[src/rtl/fpo_pkg.sv]
// Shared constants, duty table and carrier types for the first fan output block
package fpo_pkg;

	// ==================================================================
	// Register map
	localparam logic [7:0] FPO_ADDR_OVERRIDE = 8'hC9;
	localparam logic [7:0] FPO_ADDR_SPINUP = 8'hCA;
	localparam logic [7:0] FPO_OVERRIDE_RESET = 8'h00;
	localparam logic [7:0] FPO_SPINUP_RESET = 8'h00;

	// Field positions of the override control register
	localparam int FPO_BIT_OVR = 0;
	localparam int FPO_BIT_INV = 1;
	localparam int FPO_BIT_LOCK_EN = 2;
	localparam int FPO_BIT_LOCK_FLAG = 3;
	localparam int FPO_MAN_LSB = 4;
	// Field positions of the spin-up config register
	localparam int FPO_SPINUP_DUTY_CODE_LSB = 0;
	localparam int FPO_SPINUP_DURATION_CODE_LSB = 5;

	// ==================================================================
	// Timing
	localparam int FPO_CLK_PERIOD_NS = 8;
	localparam int FPO_MS_NS = 1000000;
	localparam int FPO_MS_CYCLES = (FPO_MS_NS + FPO_CLK_PERIOD_NS - 1) / FPO_CLK_PERIOD_NS;
	localparam logic [7:0] FPO_RAMP_STEP = 8'h10;
	localparam logic [7:0] FPO_DUTY_FULL = 8'hFF;
	localparam logic [7:0] FPO_DUTY_ZERO = 8'h00;

	// Spin-up durations in milliseconds, indexed by duration code
	localparam logic [7:0][11:0] FPO_SU_MS = {
		12'hFA0, 12'h7D0, 12'h3E8, 12'h2BC, 12'h190, 12'h0FA, 12'h064, 12'h000
	};

	// Duty code to 8-bit duty, one table for every code source
	localparam logic [15:0][7:0] FPO_DUTY_TABLE = {
		8'hFF, 8'hEE, 8'hDD, 8'hCC, 8'hBB, 8'hAA, 8'h99, 8'h88,
		8'h77, 8'h66, 8'h55, 8'h44, 8'h33, 8'h22, 8'h11, 8'h00
	};

	// ==================================================================
	// Carrier types
	typedef struct packed {
		logic wr;
		logic rd;
		logic [7:0] addr;
		logic [7:0] wdata;
	} fpo_reg_req_s;

	typedef struct packed {
		logic processor_hot_input;
		logic regulator_hot_input;
		logic [7:0] zone_duty;
	} fpo_src_s;

	// ==================================================================
	// Helpers
	function automatic logic [7:0] fpo_code_duty(input logic [3:0] code);
		return FPO_DUTY_TABLE[code];
	endfunction

	// Largest code whose duty does not exceed the given duty
	function automatic logic [3:0] fpo_duty_code(input logic [7:0] duty);
		logic [3:0] c;
		c = 4'h0;
		for (int i = 0; i < 16; i++) begin
			if (FPO_DUTY_TABLE[i] <= duty) begin
				c = 4'(i);
			end
		end
		return c;
	endfunction

	function automatic logic [7:0] fpo_max(input logic [7:0] a, input logic [7:0] b);
		return (a > b) ? a : b;
	endfunction

endpackage

[src/rtl/fpo_pwm_core.sv]
// Pulse width modulator with output sense selection
`timescale 1ns/1ps
`default_nettype none
module fpo_pwm_core import fpo_pkg::*; (
	input wire logic ref_clk_i,
	input wire logic resetn_i,
	input wire logic [7:0] duty_i,
	input wire logic invert_i,
	output logic pwm_o
);

	typedef struct packed {
		logic [7:0] cnt;
		logic pwm;
	} fpo_pwm_state_s;

	fpo_pwm_state_s s;
	fpo_pwm_state_s next_s;
	logic active;

	// ==================================================================
	// Compare; full duty is held at the active level (low when inverted) with no gap in the period
	always_comb begin
		next_s = s;
		next_s.cnt = s.cnt + 8'h01;
		active = (duty_i == FPO_DUTY_FULL) || (s.cnt < duty_i);
		next_s.pwm = active ^ invert_i;
	end

	always_ff @(posedge ref_clk_i or negedge resetn_i) begin
		if (!resetn_i) begin
			s <= '0;
		end else begin
			s <= next_s;
		end
	end

	assign pwm_o = s.pwm;

	// ==================================================================
	// Checks
	a_full_sense: assert property (@(posedge ref_clk_i) disable iff (!resetn_i)
		(duty_i == FPO_DUTY_FULL) |=> (pwm_o == !$past(invert_i)))
		else $error("full duty output not at steady level");
	a_zero_sense: assert property (@(posedge ref_clk_i) disable iff (!resetn_i)
		(duty_i == FPO_DUTY_ZERO) |=> (pwm_o == $past(invert_i)))
		else $error("zero duty output not at idle level");

endmodule
`default_nettype wire

[src/rtl/fpo_fan_ctrl.sv]
// First fan output control: override, hot lock, spin-up and register access
`timescale 1ns/1ps
`default_nettype none
module fpo_fan_ctrl import fpo_pkg::*; #(
	parameter int TICK_CYCLES = FPO_MS_CYCLES
) (
	input wire logic ref_clk_i,
	input wire logic resetn_i,
	input wire fpo_reg_req_s reg_req_i,
	input wire logic cfg_lock_i,
	input wire fpo_src_s src_i,
	input wire logic processor_hot_event_i,
	output logic [7:0] reg_rdata_o,
	output logic hot_lock_flag_o,
	output logic first_fan_output_o
);

	// ==================================================================
	// Elaboration check
	generate
		if (TICK_CYCLES < 2 || TICK_CYCLES > 131071) begin : g_bad_tick
			$error("TICK_CYCLES out of range");
		end
	endgenerate

	typedef struct packed {
		logic manual_override_enable;
		logic output_polarity_invert;
		logic hot_lock_enable;
		logic hot_lock_flag;
		logic [3:0] manual_duty_code;
		logic [3:0] spinup_duty_code;
		logic [2:0] spinup_duration_code;
		logic [7:0] ramp;
		logic [16:0] tick_cnt;
		logic [11:0] ms_left;
		logic spinning;
		logic [7:0] base;
		logic [7:0] applied;
		logic [7:0] rdata;
	} fpo_state_s;

	fpo_state_s s;
	fpo_state_s next_s;
	logic tick;
	logic hot_any;
	logic wr_ovr;
	logic wr_su;
	logic start_spin;
	logic [7:0] base_now;
	logic [7:0] su_duty;

	// ==================================================================
	// Next-state logic
	always_comb begin
		next_s = s;
		// Millisecond tick from the system clock
		tick = (s.tick_cnt == 17'(TICK_CYCLES - 1));
		next_s.tick_cnt = tick ? 17'h00000 : s.tick_cnt + 17'h00001;

		// Hot inputs ramp the duty rather than jumping to it
		hot_any = src_i.processor_hot_input | src_i.regulator_hot_input;
		if (tick && hot_any) begin
			next_s.ramp = (s.ramp > FPO_DUTY_FULL - FPO_RAMP_STEP) ? FPO_DUTY_FULL : s.ramp + FPO_RAMP_STEP;
		end else if (tick) begin
			next_s.ramp = (s.ramp < FPO_RAMP_STEP) ? FPO_DUTY_ZERO : s.ramp - FPO_RAMP_STEP;
		end

		// Every bound source competes for the output; override adds the manual code to the contest
		// rather than silencing the zones, so a hotter zone still shows through the readback
		base_now = fpo_max(src_i.zone_duty, s.ramp);
		if (s.manual_override_enable) begin
			base_now = fpo_max(base_now, fpo_code_duty(s.manual_duty_code));
		end
		next_s.base = base_now;

		// Spin-up on a rise from zero; either code at zero disables it
		su_duty = fpo_code_duty(s.spinup_duty_code);
		start_spin = (s.base == FPO_DUTY_ZERO) && (base_now != FPO_DUTY_ZERO)
			&& (s.spinup_duty_code != 4'h0) && (s.spinup_duration_code != 3'h0);
		if (start_spin) begin
			next_s.spinning = 1'b1;
			next_s.ms_left = FPO_SU_MS[s.spinup_duration_code];
			next_s.tick_cnt = 17'h00000;
		end else if (s.spinning && base_now == FPO_DUTY_ZERO) begin
			next_s.spinning = 1'b0;
		end else if (s.spinning && tick) begin
			next_s.ms_left = s.ms_left - 12'h001;
			next_s.spinning = (s.ms_left != 12'h001);
		end

		// Lock flag: hardware set wins over software clear
		// so an event that meets a clear write in the same cycle is never lost
		wr_ovr = reg_req_i.wr && (reg_req_i.addr == FPO_ADDR_OVERRIDE);
		wr_su = reg_req_i.wr && (reg_req_i.addr == FPO_ADDR_SPINUP);
		if (s.hot_lock_enable && processor_hot_event_i) begin
			next_s.hot_lock_flag = 1'b1;
		end else if (wr_ovr && !reg_req_i.wdata[FPO_BIT_LOCK_FLAG]) begin
			next_s.hot_lock_flag = 1'b0;
		end

		// Other fields are frozen by the configuration lock
		if (wr_ovr && !cfg_lock_i) begin
			next_s.manual_override_enable = reg_req_i.wdata[FPO_BIT_OVR];
			next_s.output_polarity_invert = reg_req_i.wdata[FPO_BIT_INV];
			next_s.hot_lock_enable = reg_req_i.wdata[FPO_BIT_LOCK_EN];
			next_s.manual_duty_code = reg_req_i.wdata[FPO_MAN_LSB +: 4];
		end
		if (wr_su && !cfg_lock_i) begin
			next_s.spinup_duty_code = reg_req_i.wdata[FPO_SPINUP_DUTY_CODE_LSB +: 4];
			next_s.spinup_duration_code = reg_req_i.wdata[FPO_SPINUP_DURATION_CODE_LSB +: 3];
		end

		// Applied duty: lock over spin-up over the plain request
		if (s.hot_lock_flag) begin
			next_s.applied = FPO_DUTY_FULL;
		end else if (s.spinning) begin
			next_s.applied = fpo_max(s.base, su_duty);
		end else begin
			next_s.applied = s.base;
		end

		// Read data; the duty field reports what is applied, not what was written
		if (reg_req_i.rd && reg_req_i.addr == FPO_ADDR_OVERRIDE) begin
			next_s.rdata = {fpo_duty_code(s.applied), s.hot_lock_flag, s.hot_lock_enable,
				s.output_polarity_invert, s.manual_override_enable};
		end else if (reg_req_i.rd && reg_req_i.addr == FPO_ADDR_SPINUP) begin
			next_s.rdata = {s.spinup_duration_code, 1'b0, s.spinup_duty_code};
		end else if (reg_req_i.rd) begin
			next_s.rdata = 8'h00;
		end
	end

	// ==================================================================
	// State register
	always_ff @(posedge ref_clk_i or negedge resetn_i) begin
		if (!resetn_i) begin
			s <= '0;
			s.manual_override_enable <= FPO_OVERRIDE_RESET[FPO_BIT_OVR];
			s.output_polarity_invert <= FPO_OVERRIDE_RESET[FPO_BIT_INV];
			s.hot_lock_enable <= FPO_OVERRIDE_RESET[FPO_BIT_LOCK_EN];
			s.hot_lock_flag <= FPO_OVERRIDE_RESET[FPO_BIT_LOCK_FLAG];
			s.manual_duty_code <= FPO_OVERRIDE_RESET[FPO_MAN_LSB +: 4];
			s.spinup_duty_code <= FPO_SPINUP_RESET[FPO_SPINUP_DUTY_CODE_LSB +: 4];
			s.spinup_duration_code <= FPO_SPINUP_RESET[FPO_SPINUP_DURATION_CODE_LSB +: 3];
		end else begin
			s <= next_s;
		end
	end

	assign reg_rdata_o = s.rdata;
	assign hot_lock_flag_o = s.hot_lock_flag;

	// ==================================================================
	// Output stage; duty reaches the pin one cycle after it is applied
	fpo_pwm_core u_pwm (
		.ref_clk_i(ref_clk_i),
		.resetn_i(resetn_i),
		.duty_i(s.applied),
		.invert_i(s.output_polarity_invert),
		.pwm_o(first_fan_output_o)
	);

	// ==================================================================
	// Checks
	a_lock_full_duty: assert property (@(posedge ref_clk_i) disable iff (!resetn_i)
		s.hot_lock_flag |=> (s.applied == FPO_DUTY_FULL))
		else $error("locked output not at full duty");
	a_flag_set_cause: assert property (@(posedge ref_clk_i) disable iff (!resetn_i)
		$rose(s.hot_lock_flag) |-> ($past(s.hot_lock_enable) && $past(processor_hot_event_i)))
		else $error("lock flag set without enabled event");
	a_flag_clear_cause: assert property (@(posedge ref_clk_i) disable iff (!resetn_i)
		$fell(s.hot_lock_flag) |-> ($past(wr_ovr) && !$past(reg_req_i.wdata[FPO_BIT_LOCK_FLAG])))
		else $error("lock flag cleared without zero write");
	a_flag_under_lock: assert property (@(posedge ref_clk_i) disable iff (!resetn_i)
		(cfg_lock_i && wr_ovr && !reg_req_i.wdata[FPO_BIT_LOCK_FLAG] && !processor_hot_event_i)
		|=> !s.hot_lock_flag)
		else $error("lock flag not cleared under config lock");
	a_manual_floor: assert property (@(posedge ref_clk_i) disable iff (!resetn_i)
		s.manual_override_enable |=> (s.base >= fpo_code_duty($past(s.manual_duty_code))))
		else $error("manual duty not applied");
	a_source_max: assert property (@(posedge ref_clk_i) disable iff (!resetn_i)
		!s.manual_override_enable |=> (s.base >= $past(src_i.zone_duty)) ##1 (s.applied >= $past(s.base)))
		else $error("largest source not applied");
	a_spin_start: assert property (@(posedge ref_clk_i) disable iff (!resetn_i)
		start_spin |=> s.spinning ##1 ((s.applied >= fpo_code_duty($past(s.spinup_duty_code))) || s.hot_lock_flag
		|| !s.spinning))
		else $error("spin-up did not start");
	a_spin_disabled: assert property (@(posedge ref_clk_i) disable iff (!resetn_i)
		$rose(s.spinning) |-> ($past(s.spinup_duty_code) != 4'h0 && $past(s.spinup_duration_code) != 3'h0))
		else $error("spin-up started while disabled");
	a_readback_code: assert property (@(posedge ref_clk_i) disable iff (!resetn_i)
		(reg_req_i.rd && reg_req_i.addr == FPO_ADDR_OVERRIDE)
		|=> (reg_rdata_o[7:4] == fpo_duty_code($past(s.applied))))
		else $error("readback code not applied duty");
	a_zone_with_ovr: assert property (@(posedge ref_clk_i) disable iff (!resetn_i)
		s.manual_override_enable |=> (s.base >= $past(src_i.zone_duty)))
		else $error("zone request lost under override");
	a_ramp_rises: assert property (@(posedge ref_clk_i) disable iff (!resetn_i)
		(tick && hot_any) |=> (s.ramp >= $past(s.ramp)))
		else $error("hot input did not ramp up");
	a_tick_restart: assert property (@(posedge ref_clk_i) disable iff (!resetn_i)
		start_spin |=> (s.tick_cnt == 17'h00000))
		else $error("tick count not restarted at spin-up");
	a_spin_expiry: assert property (@(posedge ref_clk_i) disable iff (!resetn_i)
		(s.spinning && tick && s.ms_left == 12'h001 && base_now != FPO_DUTY_ZERO)
		|=> !s.spinning)
		else $error("spin-up outlived its duration");

endmodule
`default_nettype wire

[config.mk]
export PLATFORM = sky130hd
export DESIGN_NAME = fpo_fan_ctrl
export DESIGN_NICKNAME = d
export VERILOG_FILES = /design/src/rtl/fpo_pkg.sv /design/src/rtl/fpo_pwm_core.sv /design/src/rtl/fpo_fan_ctrl.sv
export SDC_FILE = /design/constraint.sdc
export NUM_CORES = 1
export LEC_CHECK = 0
export BUFFER_PORTS_ARGS = -buffer_cell sky130_fd_sc_hd__buf_2
export CAP_MARGIN = 20
export CORE_MARGIN = 4
export CORE_UTILIZATION = 35
export CTS_CLUSTER_SIZE = 8
export DETAILED_ROUTE_END_ITERATION = 7
export PLACE_DENSITY = 0.53
export SLEW_MARGIN = 15
export SYNTH_ARGS = -nofsm -noshare
export SYNTH_HDL_FRONTEND = slang
export SYNTH_HIERARCHICAL = 1
export SYNTH_SLANG_ARGS = --single-unit
[constraint.sdc]
create_clock -name ref_clk_i -period 6.8 [get_ports ref_clk_i]
set_input_delay 1.02 -clock ref_clk_i [delete_from_list [all_inputs] [get_ports ref_clk_i]]
set_output_delay 1.02 -clock ref_clk_i [all_outputs]
set_load 0.02 [all_outputs]
Yosys cells after proc, flatten, opt, wreduce, memory -nomap -nowiden

Memories as Yosys holds them, arrays and structs flattened.
Cells that the tools add are included.

Flip-flop bits (word level): 86
ROM bits: 352
Bits of input ports: 32
Output and inout bits: 10
Word-level logic and storage cells: 123
Memories kept: 3

Memory list:

| name            | words | bits a word | rd ports | clocked after Yosys merged registers in | wr ports | RTL line           | text |
|---|---|---|---|---|---|---|---|
| (no name shown) | 16    | 8           | 1        | 0                                       | 0        | fpo_pkg.sv:59      | `return FPO_DUTY_TABLE[code];` |
| (no name shown) | 16    | 8           | 1        | 0                                       | 0        | fpo_pkg.sv:59      |  |
| (no name shown) | 8     | 12          | 1        | 0                                       | 0        | fpo_fan_ctrl.sv:83 | `next_s.ms_left = FPO_SU_MS[s.spinup_duration_code];` |

Add/sub/neg operators: 5
Magnitude comparators: 24
Equal/unequal tests: 6
Muxes and demuxes: 39
Bitwise gates (word level): 2
Reductions and logical operators: 28

Operators by type and width:

| operator                                                   | number |
|---|---|
| 2-to-1 mux 8 bit                                           | 15 |
| <= comparator 8 bit, first input constant                  | 8 |
| 2-to-1 mux 4 bit                                           | 14 |
| 2-to-1 mux 17 bit                                          | 2 |
| <= comparator 7 x 8 -> 1 bit, first input constant         | 4 |
| 2-to-1 mux 13 bit                                          | 2 |
| == test 8 bit, second input constant                       | 3 |
| > comparator 8 bit                                         | 3 |
| 2-to-1 mux 12 bit                                          | 2 |
| adder 17 x 1 -> 17 bit, second input constant              | 1 |
| == test 17 bit, second input constant                      | 1 |
| <= comparator 6 x 8 -> 1 bit, first input constant         | 2 |
| zero test 8 bit                                            | 2 |
| logical AND 1 bit                                          | 14 |
| inequality test 12 x 1 -> 1 bit, second input constant     | 1 |
| subtractor 12 x 1 -> 12 bit, second input constant         | 1 |
| less-than comparator 4 x 5 -> 1 bit, second input constant | 2 |
| nonzero test 3 bit                                         | 3 |
| adder 8 x 1 -> 8 bit, second input constant                | 1 |
| adder 8 x 5 -> 8 bit, second input constant                | 1 |
| > comparator 8 bit, second input constant                  | 1 |
| <= comparator 5 x 8 -> 1 bit, first input constant         | 1 |
| less-than comparator 8 x 5 -> 1 bit, second input constant | 1 |
| less-than comparator 8 bit                                 | 1 |
| 12 further kinds                                           | 18 |

Logic depth before layout (Yosys ltp)

Gate-level depths: netlist (run 1).

Depth after elaboration: 17
Gate-level depth with buffers: 19
Mapped depth without buffers: 16

Modules after synthesis

The synthesis (run 1) kept the hierarchy.

By module, submodules not included:

| module       | instances | cells an instance | area an instance (um^2) | seq. area each (um^2) |
|---|---|---|---|---|
| fpo_fan_ctrl | 1         | 550               | 5,018.6                 | 1,851.8 |
| fpo_pwm_core | 1         | 50                | 554.3                   | 225.2 |

Least setup slack after synthesis (run 1)

OpenSTA, ideal clock, no wires.

Kind: input -> register
From: input src_i[1] (netlist name)
To: register s[28] (netlist name)
Library setup time: 0.121 ns
Data arrival time: 4.229 ns
Required time: 6.679 ns
Slack: 2.450 ns
Stages: 18
Buffers on the path: 3
Path through: ha_1 nor2b_1 o211ai_1 a211o_1 buf_2 a21bo_2 nand2_1 ha_1 a211o_1 o211ai_1 a32oi_2 and2_1 buf_4 a31oi_1 nor4_4 buf_2 a21oi_1 o22a_1

Longest elaborated chain between the ends: 11
Elaborated cells between the ends (all ways): 15
Those cells by class: order compare (2); eq/ne (1); mux (4); reduce/logical (8)

RTL lines:

| item                                                                         | RTL line            | text |
|---|---|---|
| start: declaration                                                           | fpo_fan_ctrl.sv:11  | `input wire fpo_src_s src_i,` |
| > comparator 8 bit                                                           | fpo_pkg.sv:75       | `return (a > b) ? a : b;` |
| 2-to-1 mux 8 bit *                                                           | fpo_pkg.sv:75       |  |
| > comparator 8 bit                                                           | fpo_pkg.sv:75       |  |
| 2-to-1 mux 8 bit                                                             | fpo_pkg.sv:75       |  |
| 2-to-1 mux 8 bit *                                                           | fpo_fan_ctrl.sv:72  | `if (s.manual_override_enable) begin` |
| via base_now[0]                                                              | fpo_fan_ctrl.sv:50  | `logic [7:0] base_now;` |
| nonzero test 8 bit                                                           | fpo_fan_ctrl.sv:79  | `start_spin = (s.base == FPO_DUTY_ZERO) && (base_now != FPO_DUTY_ZERO)` |
| logical AND 1 bit                                                            | fpo_fan_ctrl.sv:79  |  |
| logical AND 1 bit (2 in a row)                                               | fpo_fan_ctrl.sv:80  | `&& (s.spinup_duty_code != 4'h0) && (s.spinup_duration_code != 3'h0);` |
| inequality test 2 bit (no line) / nonzero test 2 bit (equally long branches) | -                   |  |
| AND reduction 2 bit (no line)                                                | -                   |  |
| end signal: assignment                                                       | fpo_fan_ctrl.sv:147 | `s <= next_s;` |
| end: declaration                                                             | fpo_fan_ctrl.sv:43  | `fpo_state_s s;` |

The timed path passes the listed nets; every way through them passes the cells marked *.
A chain may end at the register's enable or synchronous reset.

Worst setup path in the final report (run 1)

From: input src_i[7] (netlist name)
To: register s[33] (netlist name)

The elaborated chain is that of the path after synthesis.

==> flow_metrics.tcl, run 1 <==
set metrics [dict create \
    outcome "finished clean" \
    final_nets 698 \
    drc 0 \
    crit_arrival_ns 5.56 \
    required_ns 7.08 \
    seq_area_frac_synth 0.373 \
    core_um2 15400 \
    finalMaxSlewViolations 0 \
    fillers 1555 \
    critPathMaxFanout 13 \
    cts.sinks 83 \
    setup_viol 0 \
    die_w_um 134 \
    cts_tree "built" \
    area_delta_synth_final_pct 10.7 \
    layout_commonest_cell "dfrtp_1" \
    clk_latency_ns 0.34 \
    htree_num_levels 3 \
    vias 4567 \
    yosys_warnings 6 \
    grt_overflow_total 0 \
    ir_drop_mv 0.109 \
    yosys.area.top_type "dfrtp_1" \
    start_kind "input port" \
    synth_edf_count 0 \
    synth_cells 600 \
    grt_usage 0.154 \
    firstDrtPassIters 4 \
    post-cts-setup-buffers 0 \
    cts_resized 0 \
    total_power_uw 1390 \
    worstHoldPathType "input port to async pin" \
    rsz0062_at_grt "no" \
    drtAntennaViolNets 0 \
    worst-setup-path-type "input port to register" \
    final_cell_area_um2 6170 \
    mappedNetlistNets 676 \
    placed_area_um2 5900 \
    syn_area_um2 5570 \
    cp-end-kind "register" \
    p_leak_uw 0.00276 \
    setup_tns_ns 0 \
    ioPinCount 42 \
    viasPerCell 5.46 \
    p_per_area_nw_per_um2 225 \
    synth.area.top_cells "dfrtp_1 (37%), ha_1 (9.9%), a21oi_1 (4.3%), inv_1 (3.4%), mux2_2 (3.0%)" \
    grt_pass1_wl_um 22700 \
    fp.dieH_um 134 \
    numPortBuffers 41 \
    clock.fmax_ghz 0.189 \
    antenna_found_initial 1 \
    final_cell_mix "dfrtp_1 (83), inv_1 (50), a21oi_1 (48)" \
    final-hold-violation-count 0 \
    drtIter0Drc 272 \
    whs_ns 0.449 \
    async_flop_share 1.00 \
    path_clk_slew_ns 0.06 \
    fin_worst_skew_ns 0.00897 \
    cts_hold_buf 0 \
    cts_buffers 9 \
    ys_types 66 \
    synth_area_per_cell_um2 9.29 \
    period_needed_ns 5.28 \
    tightest_slew_ns 0.896 \
    grt_max_degree 83 \
    wl_um 13200 \
    grt_pass1_vias 4497 \
    fp-row-count 45 \
    ys_seq_elements 83 \
    slew_headroom 0.397 \
    place_congestion 0.844 \
    start_util 0.361 \
    drv_cap 0 \
    dp_hpwl_um 9660 \
    antenna_cells 0 \
    cts.path.max_buffers 2 \
    die_area_um2 18000 \
    synth_top_area_frac 0.373 \
    finalCritPeriodShare 0.776 \
    wire_per_inst_um 15.8 \
    cts_root_buf "clkbuf_16" \
    ys.flop_type "dfrtp_1" \
    drive_gt1_frac 0.163 \
]
cell families after synthesis:
family | after synthesis | synth area share
AOI/OAI and AO/OA | 165 | 0.201
xor gates and xnor gates | 22 | 0.0346
adders and majority gates | 44 | 0.0988
buffers and inverters | 83 | 0.0651
DFF | 83 | 0.373
muxes | 15 | 0.0303
and+or+nand+nor | 188 | 0.197
sequential cells by signal, indices dropped and copies added (netlist names):
signal and count:
hot_lock_flag_o 1, reg_rdata_o 8, s 65, u_pwm/pwm_o 1, u_pwm/s 8
routing by layer:
metal | GRT usage | part of all wire | wire [um] | up-vias
met5 | 0 | 0.00098 | 13 | -
met4 | 0.0481 | 0.013 | 175 | 2
met3 | 0.0386 | 0.061 | 812 | 16
met2 | 0.228 | 0.43 | 5740 | 132
met1 | 0.220 | 0.49 | 6490 | 2182
li1 | - | - | - | 2235
worst paths after layout:
path | startpoint | end | slack, ns | cells after the start
worst min register to register | u_pwm/s[1] | u_pwm/s[1] | 0.49 | 1
min in group ref_clk_i | u_pwm/s[1] | u_pwm/s[1] | 0.49 | 1
worst min-delay path | resetn_i | s[69] | 0.45 | 1
worst max-delay path | src_i[7] | s[33] | 1.52 | 15
max in group asynchronous | resetn_i | s[42] | 5.45 | 2
worst max register to register | s[61] | s[33] | 1.72 | 15
worst max-delay path: stages:
cell	delay, ns
buf_2	0.11
ha_1	0.31
nand4_1	0.14
o21ai_1	0.68
a21bo_2	0.27
nand2_1	0.07
ha_1	0.30
a211o_1	0.12
o211ai_1	0.12
a32oi_2	0.33
and2_1	0.33
a31oi_1	0.19
nor4_4	0.76
and2_1	0.58
o22a_1	0.24
metrics by stage:
stage / util / setup slack (ns) / instances
after global placement: 0.382 / 1.44 / 822
after floorplan: - / 2.45 / 600
after detailed placement: 0.382 / 1.19 / 822
after CTS: 0.400 / 1.55 / 836
after global routing: 0.400 / 1.05 / 836
final: 0.400 / 1.52 / 836
area by class of cell:
| class | count | area [um2] | share of cell area |
|---|---|---|---|
| Clock buffer | 12 | 256 | 0.0416 |
| Sequential cell | 83 | 2080 | 0.337 |
| Timing Repair Buffer | 44 | 234 | 0.0379 |
| Multi-Input combinational cell | 434 | 3140 | 0.509 |
| Inverter | 50 | 188 | 0.0304 |
| Clock inverter | 2 | 12.5 | 0.00203 |
| Tap cell | 211 | 264 | 0.0428 |
power breakdown:
part / switching (uW) / internal (uW) / leakage, uW
Combinational: 138 / 131 / 0.00164
Sequential: 113 / 558 / 0.000991
Clock: 186 / 262 / 0.000131
Total: 437 / 952 / 0.00276
Yosys cell counts (all sizes together), types with 13 or more instances:
master / n
ha: 44
nand2: 27
mux2: 15
clkbuf: 17
xor2: 13
nand3: 22
nor3: 24
nor2: 41
a31oi: 21
nand4: 19
dfrtp: 83
a21oi: 49
o21ai: 23
buf: 16
inv: 50
(Power assumes the default switching activity.)
==> run 2, diff against run 1 <==
==> constraint.sdc (replaced) <==
create_clock -name ref_clk_i -period 5.1 [get_ports ref_clk_i]
set_input_delay 0.765 -clock ref_clk_i [delete_from_list [all_inputs] [get_ports ref_clk_i]]
set_output_delay 0.765 -clock ref_clk_i [all_outputs]
set_load 0.02 [all_outputs]
==> run 2 against run 1 <==
Total power rose by 41%. Hold slack got worse by 0.16 ns. Wire length rose by 0.12%. Design area rose by 1.3%. Setup slack got worse by 0.91 ns. Critical path type is now register to register. Largest power group unchanged.
==> flow_metrics.tcl, run 2 (synthesized netlist as in run 1, its figures left out) <==
set metrics [dict create \
    place_congestion 0.896 \
    use_met3 0.0383 \
    cts_buffers 9 \
    drive_gt1_frac 0.170 \
    critPathMaxStageDelay_ns 0.55 \
    regMostFlops "s" \
    seqPwrFrac 0.456 \
    dp_hpwl_um 9620 \
    ioPinCount 42 \
    period_needed_ns 4.49 \
    antenna_found_initial 1 \
    die_w_um 134 \
    setup_tns_ns 0 \
    drtIter0Drc 289 \
    antenna_cells 0 \
    met1_usage 0.212 \
    fin_worst_skew_ns 0.00762 \
    crit_slowest_cell "and2_1" \
    wire_per_inst_um 15.7 \
    fp.dieH_um 134 \
    layout_commonest_cell "dfrtp_1" \
    total_power_uw 1960 \
    tightest_slew_ns 0.898 \
    core_um2 15400 \
    clk_latency_ns 0.34 \
    finalCritPeriodShare 0.881 \
    combPwrFrac 0.184 \
    viasPerCell 5.39 \
    firstDrtPassIters 5 \
    power_frac_clock 0.360 \
    worst-setup-path-type "register to register" \
    grt_overflow_total 0 \
    grt_pass1_wl_um 22200 \
    cts.sinks 83 \
    worstPathCellList "inv_1 -> ha_1 -> nand4_1 -> nor2_1 -> a211o_1 -> a21bo_2 -> nand2_1 -> ha_1 -> a211o_1 -> o211ai_1 -> a32oi_2 -> and2_1 -> a31oi_1 -> nor4_4 -> and2_1 -> o22a_1" \
    area_delta_synth_final_pct 12.1 \
    path_clk_slew_ns 0.06 \
    p_switching_uw 597 \
    critPathMaxFanout 13 \
    ir_drop_mv 0.163 \
    die_area_um2 18000 \
    worstHoldPathType "input port to async pin" \
    finalMaxSlewViolations 0 \
    cts_hold_buf 0 \
    final-hold-violation-count 0 \
    grt_usage 0.150 \
    met2_usage 0.225 \
    htree_num_levels 3 \
    drtAntennaViolNets 0 \
    drc 0 \
    final_cell_mix "dfrtp_1 (83), inv_1 (50), a21oi_1 (48)" \
    start_kind "register" \
    cts.path.max_buffers 2 \
    cts_resized 0 \
    final_nets 702 \
    seqCellArea_um2 2080 \
    fp-row-count 45 \
    required_ns 5.38 \
    wl_um 13300 \
    outcome "finished clean" \
    grt_max_degree 68 \
    start_util 0.361 \
    slew_headroom 0.394 \
    busiest_layer "met2" \
    rsz0062_at_grt "no" \
    vias 4542 \
    p_leak_uw 0.00281 \
    crit_arrival_ns 4.78 \
    switching_share 0.305 \
    multi_input_area_um2 3140 \
    clock.fmax_ghz 0.223 \
    cp-end-kind "register" \
    setup_viol 0 \
    grt_pass1_vias 4418 \
    p_int_uw 1360 \
    largest_reg_flops 65 \
    numPortBuffers 41 \
    cts_tree "built" \
    p_per_area_nw_per_um2 314 \
    drv_cap 0 \
    post-cts-setup-buffers 0 \
    cts_root_buf "clkbuf_16" \
    fillers 1581 \
]
==> run 2: metrics by stage <==
stage	instance area [um2]	utilization	cells	worst slack [ns]	hold WS, ns
2_1_floorplan	5570	-	600	1.01	0.444
3_3_place_gp	5930	0.384	826	0.490	0.464
3_5_place_dp	5930	0.384	826	0.292	0.469
4_1_cts	6250	0.405	842	0.579	0.289
5_1_grt	6250	0.405	842	0.283	0.294
6_report	6250	0.405	842	0.606	0.287
==> run 2: layout make-up <==
cell class | instances | share of cell area
sequential | 83 | 0.332
inverter | 50 | 0.0300
clock inverter | 4 | 0.0118
timing repair buffer | 48 | 0.0417
multi-input combinational | 434 | 0.502
tap | 211 | 0.0423
clock buffer | 12 | 0.0395
==> run 2: worst paths after layout <==
check | startpoint | to | slack [ns] | cells after the start
worst max-delay path | s[61] | s[33] | 0.61 | 16
worst min-delay path | resetn_i | s[56] | 0.29 | 1
worst max register to register | s[61] | s[33] | 0.61 | 16
worst min register to register | s[37] | s[37] | 0.48 | 1
max in group asynchronous | resetn_i | reg_rdata_o[0] | 3.67 | 2
min in group ref_clk_i | s[37] | s[37] | 0.48 | 1
==> run 2: critical path: cells and delay by family (launching register included) <==
kind | cells | cell delay [ns]
simple gates | 6 | 1.65
compound gates | 7 | 1.58
fa+ha+maj | 2 | 0.63
flops | 1 | 0.46
buf+inv | 1 | 0.11
==> run 2: routing by layer <==
layer,part of all wire,wire (um)
met1,0.50,6580
met5,0.00098,13
met3,0.050,659
met2,0.44,5850
met4,0.011,145
==> run 2: power by group through the flow <==
stage	Sequential (uW)	Combinational, uW	Clock, uW
final	894	361	705
after global routing	911	408	761
after CTS	892	365	727
after detailed placement	903	362	0
after global placement	900	351	0
after floorplan	843	301	0
